### config.mk
export PLATFORM = sky130hd
export DESIGN_NAME = timer_channel_one_capture_compare
export DESIGN_NICKNAME = d
export VERILOG_FILES = /design/src/timer_cc1_pkg.sv /design/src/timer_channel_one_capture_compare.sv
export SDC_FILE = /design/constraint.sdc
export NUM_CORES = 1
export LEC_CHECK = 0
export BUFFER_PORTS_ARGS = -buffer_cell sky130_fd_sc_hd__buf_2
export CAP_MARGIN = 20
export CELL_PAD_IN_SITES_DETAIL_PLACEMENT = 1
export CELL_PAD_IN_SITES_GLOBAL_PLACEMENT = 1
export CORE_MARGIN = 2
export CORE_UTILIZATION = 41
export DETAILED_ROUTE_END_ITERATION = 8
export PLACE_DENSITY = 0.83
export REMOVE_ABC_BUFFERS = 1
export SYNTH_ARGS = -nofsm -noshare
export SYNTH_HDL_FRONTEND = slang
export SYNTH_SLANG_ARGS = --single-unit
export TNS_END_PERCENT = 20
### constraint.sdc
create_clock -name core_clk -period 3.15 [get_ports core_clk]
set_input_delay 0.1575 -clock core_clk [delete_from_list [all_inputs] [get_ports core_clk]]
set_output_delay 0.1575 -clock core_clk [all_outputs]
set_load 0.02 [all_outputs]
### src/timer_cc1_pkg.sv
// Constants and types shared by the channel one capture/compare block
package timer_cc1_pkg;

    // Bus and data widths
    localparam int unsigned ADDR_W = 16;
    localparam int unsigned AXI_W  = 32;
    localparam int unsigned CNT_W  = 16;

    // Printed offsets kept as register indices; byte address is four times the index
    localparam logic [31:0] IDX_CHANNEL_ONE_CC = 32'hFFFF_F5A8;
    localparam logic [31:0] IDX_COUNTER_RB     = 32'hFFFF_F5AA;
    localparam logic [31:0] IDX_TIMER_CTRL     = 32'hFFFF_F5AC;
    localparam logic [ADDR_W-1:0] ADDR_CHANNEL_ONE_CC = ADDR_W'(IDX_CHANNEL_ONE_CC << 2);
    localparam logic [ADDR_W-1:0] ADDR_COUNTER_RB     = ADDR_W'(IDX_COUNTER_RB << 2);
    localparam logic [ADDR_W-1:0] ADDR_TIMER_CTRL     = ADDR_W'(IDX_TIMER_CTRL << 2);

    // Reset and special counter values
    localparam logic [CNT_W-1:0] CCR_RESET = 16'h0000;
    localparam logic [CNT_W-1:0] CNT_ZERO  = 16'h0000;
    localparam logic [CNT_W-1:0] CNT_IDLE  = 16'hFFFF;
    localparam logic [CNT_W-1:0] CNT_STEP  = 16'h0001;

    // Operating mode codes
    localparam logic [2:0] MODE_INTERVAL = 3'h0;
    localparam logic [2:0] MODE_EVENT    = 3'h1;
    localparam logic [2:0] MODE_EXTTRIG  = 3'h2;
    localparam logic [2:0] MODE_ONESHOT  = 3'h3;
    localparam logic [2:0] MODE_PWM      = 3'h4;
    localparam logic [2:0] MODE_FREERUN  = 3'h5;
    localparam logic [2:0] MODE_PULSEW   = 3'h6;

    // Capture edge selection
    localparam logic [1:0] EDGE_NONE = 2'h0;
    localparam logic [1:0] EDGE_RISE = 2'h1;
    localparam logic [1:0] EDGE_FALL = 2'h2;
    localparam logic [1:0] EDGE_BOTH = 2'h3;

    // Bus responses and strobe patterns
    localparam logic [1:0] RESP_OKAY   = 2'h0;
    localparam logic [1:0] RESP_SLVERR = 2'h2;
    localparam logic [1:0] STRB_HALF   = 2'h3;

    // Control register layout, bit 0 is the counter-enable bit
    typedef struct packed {
        logic [1:0] edgeSel;
        logic       outEnable;
        logic       captureSelect;
        logic [2:0] mode;
        logic       counterEnable;
    } ctrl_type;
    localparam int unsigned CTRL_W = $bits(ctrl_type);
    localparam ctrl_type CTRL_RESET = ctrl_type'(8'h00);

endpackage

### src/timer_channel_one_capture_compare.sv
// Channel one capture/compare, 16-bit counter and count read-back behind AXI4-Lite
//
// Overview of operation
// - Capture/compare per select bit in free-run; capture in pulse-width; else compare.
// - Channel one register readable while running, writable except in pulse-width, whole 16-bit word only.
// - Channel one register holds zero after reset.
// - Compare writes accepted with counter running; value moves to shadow buffer.
// - Counter equal to shadow buffer raises the match interrupt request.
// - On match with output enabled, the output pin level inverts.
// - Free-run capture copies the count on each valid capture edge.
// - Pulse-width mode: valid edge latches count and clears counter to zero.
// - A read colliding with a capture still returns a consistent value.
// - Anytime writes in most modes, batch in trigger/PWM, none in pulse-width.
// - Read-back register is read-only, 16-bit, live count while enabled.
// - Read-back holds zero while counter disabled, also after reset.
// - On enable, counter wraps all ones to zero on count clock, then counts up.
module timer_channel_one_capture_compare
    import timer_cc1_pkg::*;
(
    input  wire logic              core_clk,
    input  wire logic              sys_rst,
    input  wire logic              clkEn,
    input  wire logic              countTick,
    input  wire logic              captureInput,
    output logic                   outputPin,
    output logic                   matchInterrupt,
    input  wire logic [ADDR_W-1:0] awaddr,
    input  wire logic [2:0]        awprot,
    input  wire logic              awvalid,
    output logic                   awready,
    input  wire logic [AXI_W-1:0]  wdata,
    input  wire logic [3:0]        wstrb,
    input  wire logic              wvalid,
    output logic                   wready,
    output logic [1:0]             bresp,
    output logic                   bvalid,
    input  wire logic              bready,
    input  wire logic [ADDR_W-1:0] araddr,
    input  wire logic [2:0]        arprot,
    input  wire logic              arvalid,
    output logic                   arready,
    output logic [AXI_W-1:0]       rdata,
    output logic [1:0]             rresp,
    output logic                   rvalid,
    input  wire logic              rready
);

    ////////////////////////////////////////////////////////////////////////
    // State
    ctrl_type          ctrl_q;
    logic [CNT_W-1:0]  counter_q;
    logic [CNT_W-1:0]  counter_d;
    logic [CNT_W-1:0]  capCmp_q;
    logic [CNT_W-1:0]  shadowBuf_q;
    logic [CNT_W-1:0]  counterReadback_q;
    logic              capPrev_q;
    logic              outPin_q;
    logic              matchIrq_q;
    logic              awHeld_q;
    logic              wHeld_q;
    logic [ADDR_W-1:0] awAddr_q;
    logic [AXI_W-1:0]  wData_q;
    logic [3:0]        wStrb_q;
    logic              awready_q;
    logic              wready_q;
    logic              bvalid_q;
    logic [1:0]        bresp_q;
    logic              arready_q;
    logic              rvalid_q;
    logic [AXI_W-1:0]  rdata_q;
    logic [1:0]        rresp_q;

    // Decoded conditions
    logic wrDo;
    logic wrHalfOk;
    logic wrCapCmp;
    logic wrCtrl;
    logic [1:0] wrResp;
    logic captureActive;
    logic batchMode;
    logic edgeHit;
    logic capEvent;
    logic pwClear;
    logic tickStep;
    logic boundary;
    logic matchHit;

    ////////////////////////////////////////////////////////////////////////
    // Mode decoding
    always_comb begin
        // Select bit only matters in free-run
        captureActive = (ctrl_q.mode == MODE_PULSEW) ||
                        (ctrl_q.mode == MODE_FREERUN && ctrl_q.captureSelect);
        batchMode = (ctrl_q.mode == MODE_EXTTRIG) || (ctrl_q.mode == MODE_PWM);
    end

    // Capture edge detection; input is already synchronous
    always_comb begin
        unique case (ctrl_q.edgeSel)
            EDGE_RISE: edgeHit = captureInput & ~capPrev_q;
            EDGE_FALL: edgeHit = ~captureInput & capPrev_q;
            EDGE_BOTH: edgeHit = captureInput ^ capPrev_q;
            EDGE_NONE: edgeHit = 1'b0;
        endcase
        capEvent = ctrl_q.counterEnable && captureActive && edgeHit;
        pwClear  = capEvent && (ctrl_q.mode == MODE_PULSEW);
    end

    always_ff @(posedge core_clk) begin
        if (sys_rst) begin
            capPrev_q <= 1'b0;
        end else if (clkEn) begin
            capPrev_q <= captureInput;
        end
    end

    ////////////////////////////////////////////////////////////////////////
    // Counter: idles at all ones, wraps to zero on first tick
    always_comb begin
        tickStep = ctrl_q.counterEnable && countTick;
        if (!ctrl_q.counterEnable) begin
            counter_d = CNT_IDLE;
        end else if (pwClear) begin
            counter_d = CNT_ZERO;
        end else if (countTick) begin
            counter_d = counter_q + CNT_STEP;
        end else begin
            counter_d = counter_q;
        end
        boundary = tickStep && !pwClear && (counter_d == CNT_ZERO);
    end

    always_ff @(posedge core_clk) begin
        if (sys_rst) begin
            counter_q <= CNT_IDLE;
        end else if (clkEn) begin
            counter_q <= counter_d;
        end
    end

    // Read-back forced to zero while stopped, hiding the all-ones idle value
    always_ff @(posedge core_clk) begin
        if (sys_rst) begin
            counterReadback_q <= CNT_ZERO;
        end else if (clkEn) begin
            counterReadback_q <= ctrl_q.counterEnable ? counter_d : CNT_ZERO;
        end
    end

    ////////////////////////////////////////////////////////////////////////
    // Write decode; channel one takes whole 16-bit words only, control needs only byte lane 0
    always_comb begin
        wrDo     = awHeld_q && wHeld_q && !bvalid_q;
        wrHalfOk = (wStrb_q[1:0] == STRB_HALF);
        wrCapCmp = wrDo && wrHalfOk && (awAddr_q == ADDR_CHANNEL_ONE_CC);
        wrCtrl   = wrDo && wStrb_q[0] && (awAddr_q == ADDR_TIMER_CTRL);
        if (wrCapCmp || wrCtrl) begin
            wrResp = RESP_OKAY;
        end else begin
            wrResp = RESP_SLVERR;
        end
    end

    // Control register
    always_ff @(posedge core_clk) begin
        if (sys_rst) begin
            ctrl_q <= CTRL_RESET;
        end else if (clkEn && wrCtrl) begin
            ctrl_q <= ctrl_type'(wData_q[CTRL_W-1:0]);
        end
    end

    // Channel one register; capture wins over a colliding write
    always_ff @(posedge core_clk) begin
        if (sys_rst) begin
            capCmp_q <= CCR_RESET;
        end else if (clkEn) begin
            if (capEvent) begin
                capCmp_q <= counter_q;
            end else if (wrCapCmp && ctrl_q.mode != MODE_PULSEW) begin
                capCmp_q <= wData_q[CNT_W-1:0];
            end
        end
    end

    // Shadow buffer: tracks while stopped, immediate or at boundary while running
    always_ff @(posedge core_clk) begin
        if (sys_rst) begin
            shadowBuf_q <= CCR_RESET;
        end else if (clkEn) begin
            if (!ctrl_q.counterEnable) begin
                shadowBuf_q <= capCmp_q;
            end else if (batchMode) begin
                if (boundary) begin
                    shadowBuf_q <= capCmp_q;
                end
            end else if (wrCapCmp && !captureActive) begin
                shadowBuf_q <= wData_q[CNT_W-1:0];
            end
        end
    end

    ////////////////////////////////////////////////////////////////////////
    // Compare match against the count about to be shown
    always_comb begin
        matchHit = tickStep && !pwClear && !captureActive && (counter_d == shadowBuf_q);
    end

    always_ff @(posedge core_clk) begin
        if (sys_rst) begin
            matchIrq_q <= 1'b0;
        end else if (clkEn) begin
            matchIrq_q <= matchHit;
        end
    end

    // Pin toggles only when enabled; level is kept otherwise
    always_ff @(posedge core_clk) begin
        if (sys_rst) begin
            outPin_q <= 1'b0;
        end else if (clkEn && matchHit && ctrl_q.outEnable) begin
            outPin_q <= ~outPin_q;
        end
    end

    ////////////////////////////////////////////////////////////////////////
    // Write address channel, held until the response is taken
    always_ff @(posedge core_clk) begin
        if (sys_rst) begin
            awHeld_q  <= 1'b0;
            awready_q <= 1'b1;
            awAddr_q  <= '0;
        end else if (clkEn) begin
            if (awvalid && awready_q) begin
                awHeld_q  <= 1'b1;
                awready_q <= 1'b0;
                awAddr_q  <= awaddr;
            end else if (wrDo) begin
                awHeld_q <= 1'b0;
            end else if (bvalid_q && bready) begin
                awready_q <= 1'b1;
            end
        end
    end

    // Write data channel
    always_ff @(posedge core_clk) begin
        if (sys_rst) begin
            wHeld_q  <= 1'b0;
            wready_q <= 1'b1;
            wData_q  <= '0;
            wStrb_q  <= '0;
        end else if (clkEn) begin
            if (wvalid && wready_q) begin
                wHeld_q  <= 1'b1;
                wready_q <= 1'b0;
                wData_q  <= wdata;
                wStrb_q  <= wstrb;
            end else if (wrDo) begin
                wHeld_q <= 1'b0;
            end else if (bvalid_q && bready) begin
                wready_q <= 1'b1;
            end
        end
    end

    // Write response
    always_ff @(posedge core_clk) begin
        if (sys_rst) begin
            bvalid_q <= 1'b0;
            bresp_q  <= RESP_OKAY;
        end else if (clkEn) begin
            if (wrDo) begin
                bvalid_q <= 1'b1;
                bresp_q  <= wrResp;
            end else if (bvalid_q && bready) begin
                bvalid_q <= 1'b0;
            end
        end
    end

    // Read channel; one word latched per request, so a capture in the
    // same cycle cannot tear it
    always_ff @(posedge core_clk) begin
        if (sys_rst) begin
            arready_q <= 1'b1;
            rvalid_q  <= 1'b0;
            rdata_q   <= '0;
            rresp_q   <= RESP_OKAY;
        end else if (clkEn) begin
            if (arvalid && arready_q) begin
                arready_q <= 1'b0;
                rvalid_q  <= 1'b1;
                rresp_q   <= RESP_OKAY;
                rdata_q   <= '0;
                unique case (araddr)
                    ADDR_CHANNEL_ONE_CC: rdata_q[CNT_W-1:0] <= capCmp_q;
                    ADDR_COUNTER_RB: rdata_q[CNT_W-1:0] <= counterReadback_q;
                    ADDR_TIMER_CTRL: rdata_q[CTRL_W-1:0] <= ctrl_q;
                    default: rresp_q <= RESP_SLVERR;
                endcase
            end else if (rvalid_q && rready) begin
                rvalid_q  <= 1'b0;
                arready_q <= 1'b1;
            end
        end
    end

    // Outputs straight from flops
    assign outputPin      = outPin_q;
    assign matchInterrupt = matchIrq_q;
    assign awready        = awready_q;
    assign wready         = wready_q;
    assign bvalid         = bvalid_q;
    assign bresp          = bresp_q;
    assign arready        = arready_q;
    assign rvalid         = rvalid_q;
    assign rdata          = rdata_q;
    assign rresp          = rresp_q;
endmodule

==> out/qor.csv <==
metric,value,unit
avgSynthCellArea,8.155,µm²
globalplace.congestion,0.8506,
vias_per_cell,5.682,
syn_area,6776,µm²
path_class,reg -> reg,
rows,47,
finalHoldViolCount,0,
synthDistinctLibCells,69,
drive_gt1_frac,0.1785,
remaining_drc_errors,0,
maxSlewViolCount,0,
reg2reg_slack,100,ps
slowest_delay,590,ps
cts_tree,yes,
wl_per_cell,18.36,µm
chipWidth,132.6,µm
hold_class,in -> reg,
crit_chain,nand3_1 -> nor4_2 -> xnor2_1 -> nor2_1 -> nand4b_1 -> o31ai_4 -> buf_12 -> a21oi_1 -> a311oi_1,
core,16350,µm²
cts_sinks,134,
ir_worst_vdd,0.3919,mV
crit-reg2reg-launch,counter_q[9],
grt_max_degree,76,
critPathMaxFanout,18,
slowest_stage,dfxtp_1,
vias,6631,
antenna_found_initial,0,
cts_root_buf,clkbuf_16,
synth_common_cells,"dfxtp_1, nand2_1, nor2_1",
crit_path_start,counter_q[9],
critPathLaunchType,flip-flop,
crit_buf_inv,1,
synth_top_flop_cell,dfxtp_1,
yosysMostFrequentCell,dfxtp_1,
yosys_warnings,0,
dieHeight,132.6,µm
cp_data_arrival_time,3380,ps
setup_viol,0,
first_global_vias,6793,
ys_seq_area_frac,0.3959,
required,3480,ps
fin_crit,3053,ps
ys_ff_latch,134,
syn_inst,831,
cts_buffers,17,
first_pass_iters,7,
drtAntennaViolNets,0,
clkSlewWorstSetupHoldPaths,60,ps
cap_viol_max_count,0,
io_pins,127,
clock_skew,8.437,ps
synth_edf_count,0,
dp_slack,99.60,ps
powerDensity,494.0,nW/µm²
fmax,327.6,MHz
finalWirelength,21420,µm
placed_area,7401,µm²
status,"complete, no violations",
final_area,8335,µm²
synth.largest_area_cell,dfxtp_1,
netlist.area_leader.share,0.3959,
async_reset_ff_frac,0,
portBuffers,84,
cp.depth,9,
htreeDepth,4,
nets,1021,
dp_hpwl,14590,µm
worst_slack,97.18,ps
diodes,0,
worst-slew-pin-transition,1017,ps
nFillCells,2012,
path_delay_family,simple AND/OR/NAND/NOR gates,
worst_hold_slack,28.61,ps
grt_first_pass_wirelength,34950,µm
endpoint_kind,flip-flop,
slew_headroom,0.3180,
synth_area_leaders,"dfxtp_1, nand2_1, mux2i_1",
endpoint,shadowBuf_q[4],
syn2layout_area_growth,23.01,%
r2r_cells,9,
clk_path_buf_depth,2,
finish.utilization,0.5099,
grt.overflow.total,0,
initial_utilization,0.4145,
dieArea,17570,µm²
fin_crit_sh,0.9691,
clkLatencyLatePin,430,ps
rr_endpoint,shadowBuf_q[4],
leakagePower,3.295,nW
grtUsageTotal,0.2487,
drt_iter0_drc,336,
-- power by group --
| part | switching [W] | internal [W] |
|---|---|---|
| Clock | 0.000802 | 0.00111 |
| Combinational | 0.000250 | 0.000168 |
| Sequential | 0.0000429 | 0.00174 |
-- sequential cells by signal, indices dropped and copies added (netlist names), 2 cells and up --
name,flops
awAddr_q,16
capCmp_q,16
counterReadback_q,16
counter_q,16
ctrl_q,8
rdata,16
shadowBuf_q,16
wData_q,16
wStrb_q,2
-- cell families after synthesis --
logic type / after synthesis / share of synthesized area
XOR/XNOR: 17 / 0.02197
AND/OR/NAND/NOR: 328 / 0.2330
AO/OA/AOI/OAI: 214 / 0.2162
flip-flops: 134 / 0.3959
buffers and inverters: 94 / 0.06721
other: 1 / 0.0005534
adder cells (fa/ha/maj): 3 / 0.005540
multiplexers: 40 / 0.05964
-- cell type report --
class	instances	area [µm²]	share of cell area
Multi-Input combinational cell	620	3724	0.4467
Sequential cell	134	2683	0.3218
Timing Repair Buffer	150	1045	0.1253
Clock buffer	19	442.9	0.05314
Tap cell	220	275.3	0.03302
Clock inverter	13	125.1	0.01501
Inverter	11	41.29	0.004953
-- layout by cell type (no fill, tap or decap), drive strengths merged, types with 3 or more instances in the layout --
cell,netlist,routed
a211oi,3,3
a21oi,71,71
a221o,4,4
a221oi,8,8
a22oi,23,23
a311oi,32,32
a31oi,5,5
and3,5,5
buf,35,116
clkbuf,48,19
clkinv,0,4
clkinvlp,0,5
conb,1,18
dfxtp,134,134
dlygate4sd3,0,34
ha,3,3
inv,11,14
mux2,3,3
mux2i,37,37
nand2,120,120
nand2b,12,12
nand3,30,30
nand3b,4,4
nand4,9,9
nand4b,8,8
nor2,85,85
nor2b,6,6
nor3,15,15
nor4,11,11
o211ai,4,4
o21ai,26,26
o21bai,6,6
o22ai,8,8
o31ai,8,8
or2,4,4
or3,4,4
or4b,3,3
xnor2,11,11
xor2,6,6
-- worst reg2reg max path, delay by kind of cell (launching register included) --
kind            cells  cell delay, ps
flops               1             590
xor+xnor            1             220
simple gates        4            1220
compound gates      3             720
buf+inv             1             200
-- how the worst min path moves through the flow --
stage / startpoint / endpoint / depth (start not counted)
floorplan: sys_rst / awAddr_q[0] / 1
global placement: wdata[3] / wData_q[3] / 3
detailed placement: awaddr[5] / awAddr_q[5] / 3
CTS: bready / bvalid / 4
global route: bready / bvalid / 4
finish: bready / bvalid / 4
-- per-layer routing --
layer  wire, µm  share of wire  GRT usage  vias to the layer above
met2      10340           0.48     0.4197                      193
met3       1312          0.061    0.05670                       30
met5          0              0          0                        -
li1           -              -          -                     3171
met1       9364           0.44     0.3128                     3237
met4        403          0.019    0.08602                        0
-- stage by stage --
stage               cells  total power [W]  setup TNS, ps
global placement     1100         0.002186              0
detailed placement   1100         0.002198              0
global route         1167         0.004261         -8.395
finish               1167         0.004118              0
floorplan             765         0.002017         -20770
CTS                  1166         0.004139              0
-- timing repair --
action                     in CTS  in global routing
hold endpoints to repair       34                  0
resized for setup               0                  4
setup buffers                   0                  1
setup endpoints to repair       0                 14
hold buffers                   34                  0
Power figures use the tool's default switching activity.
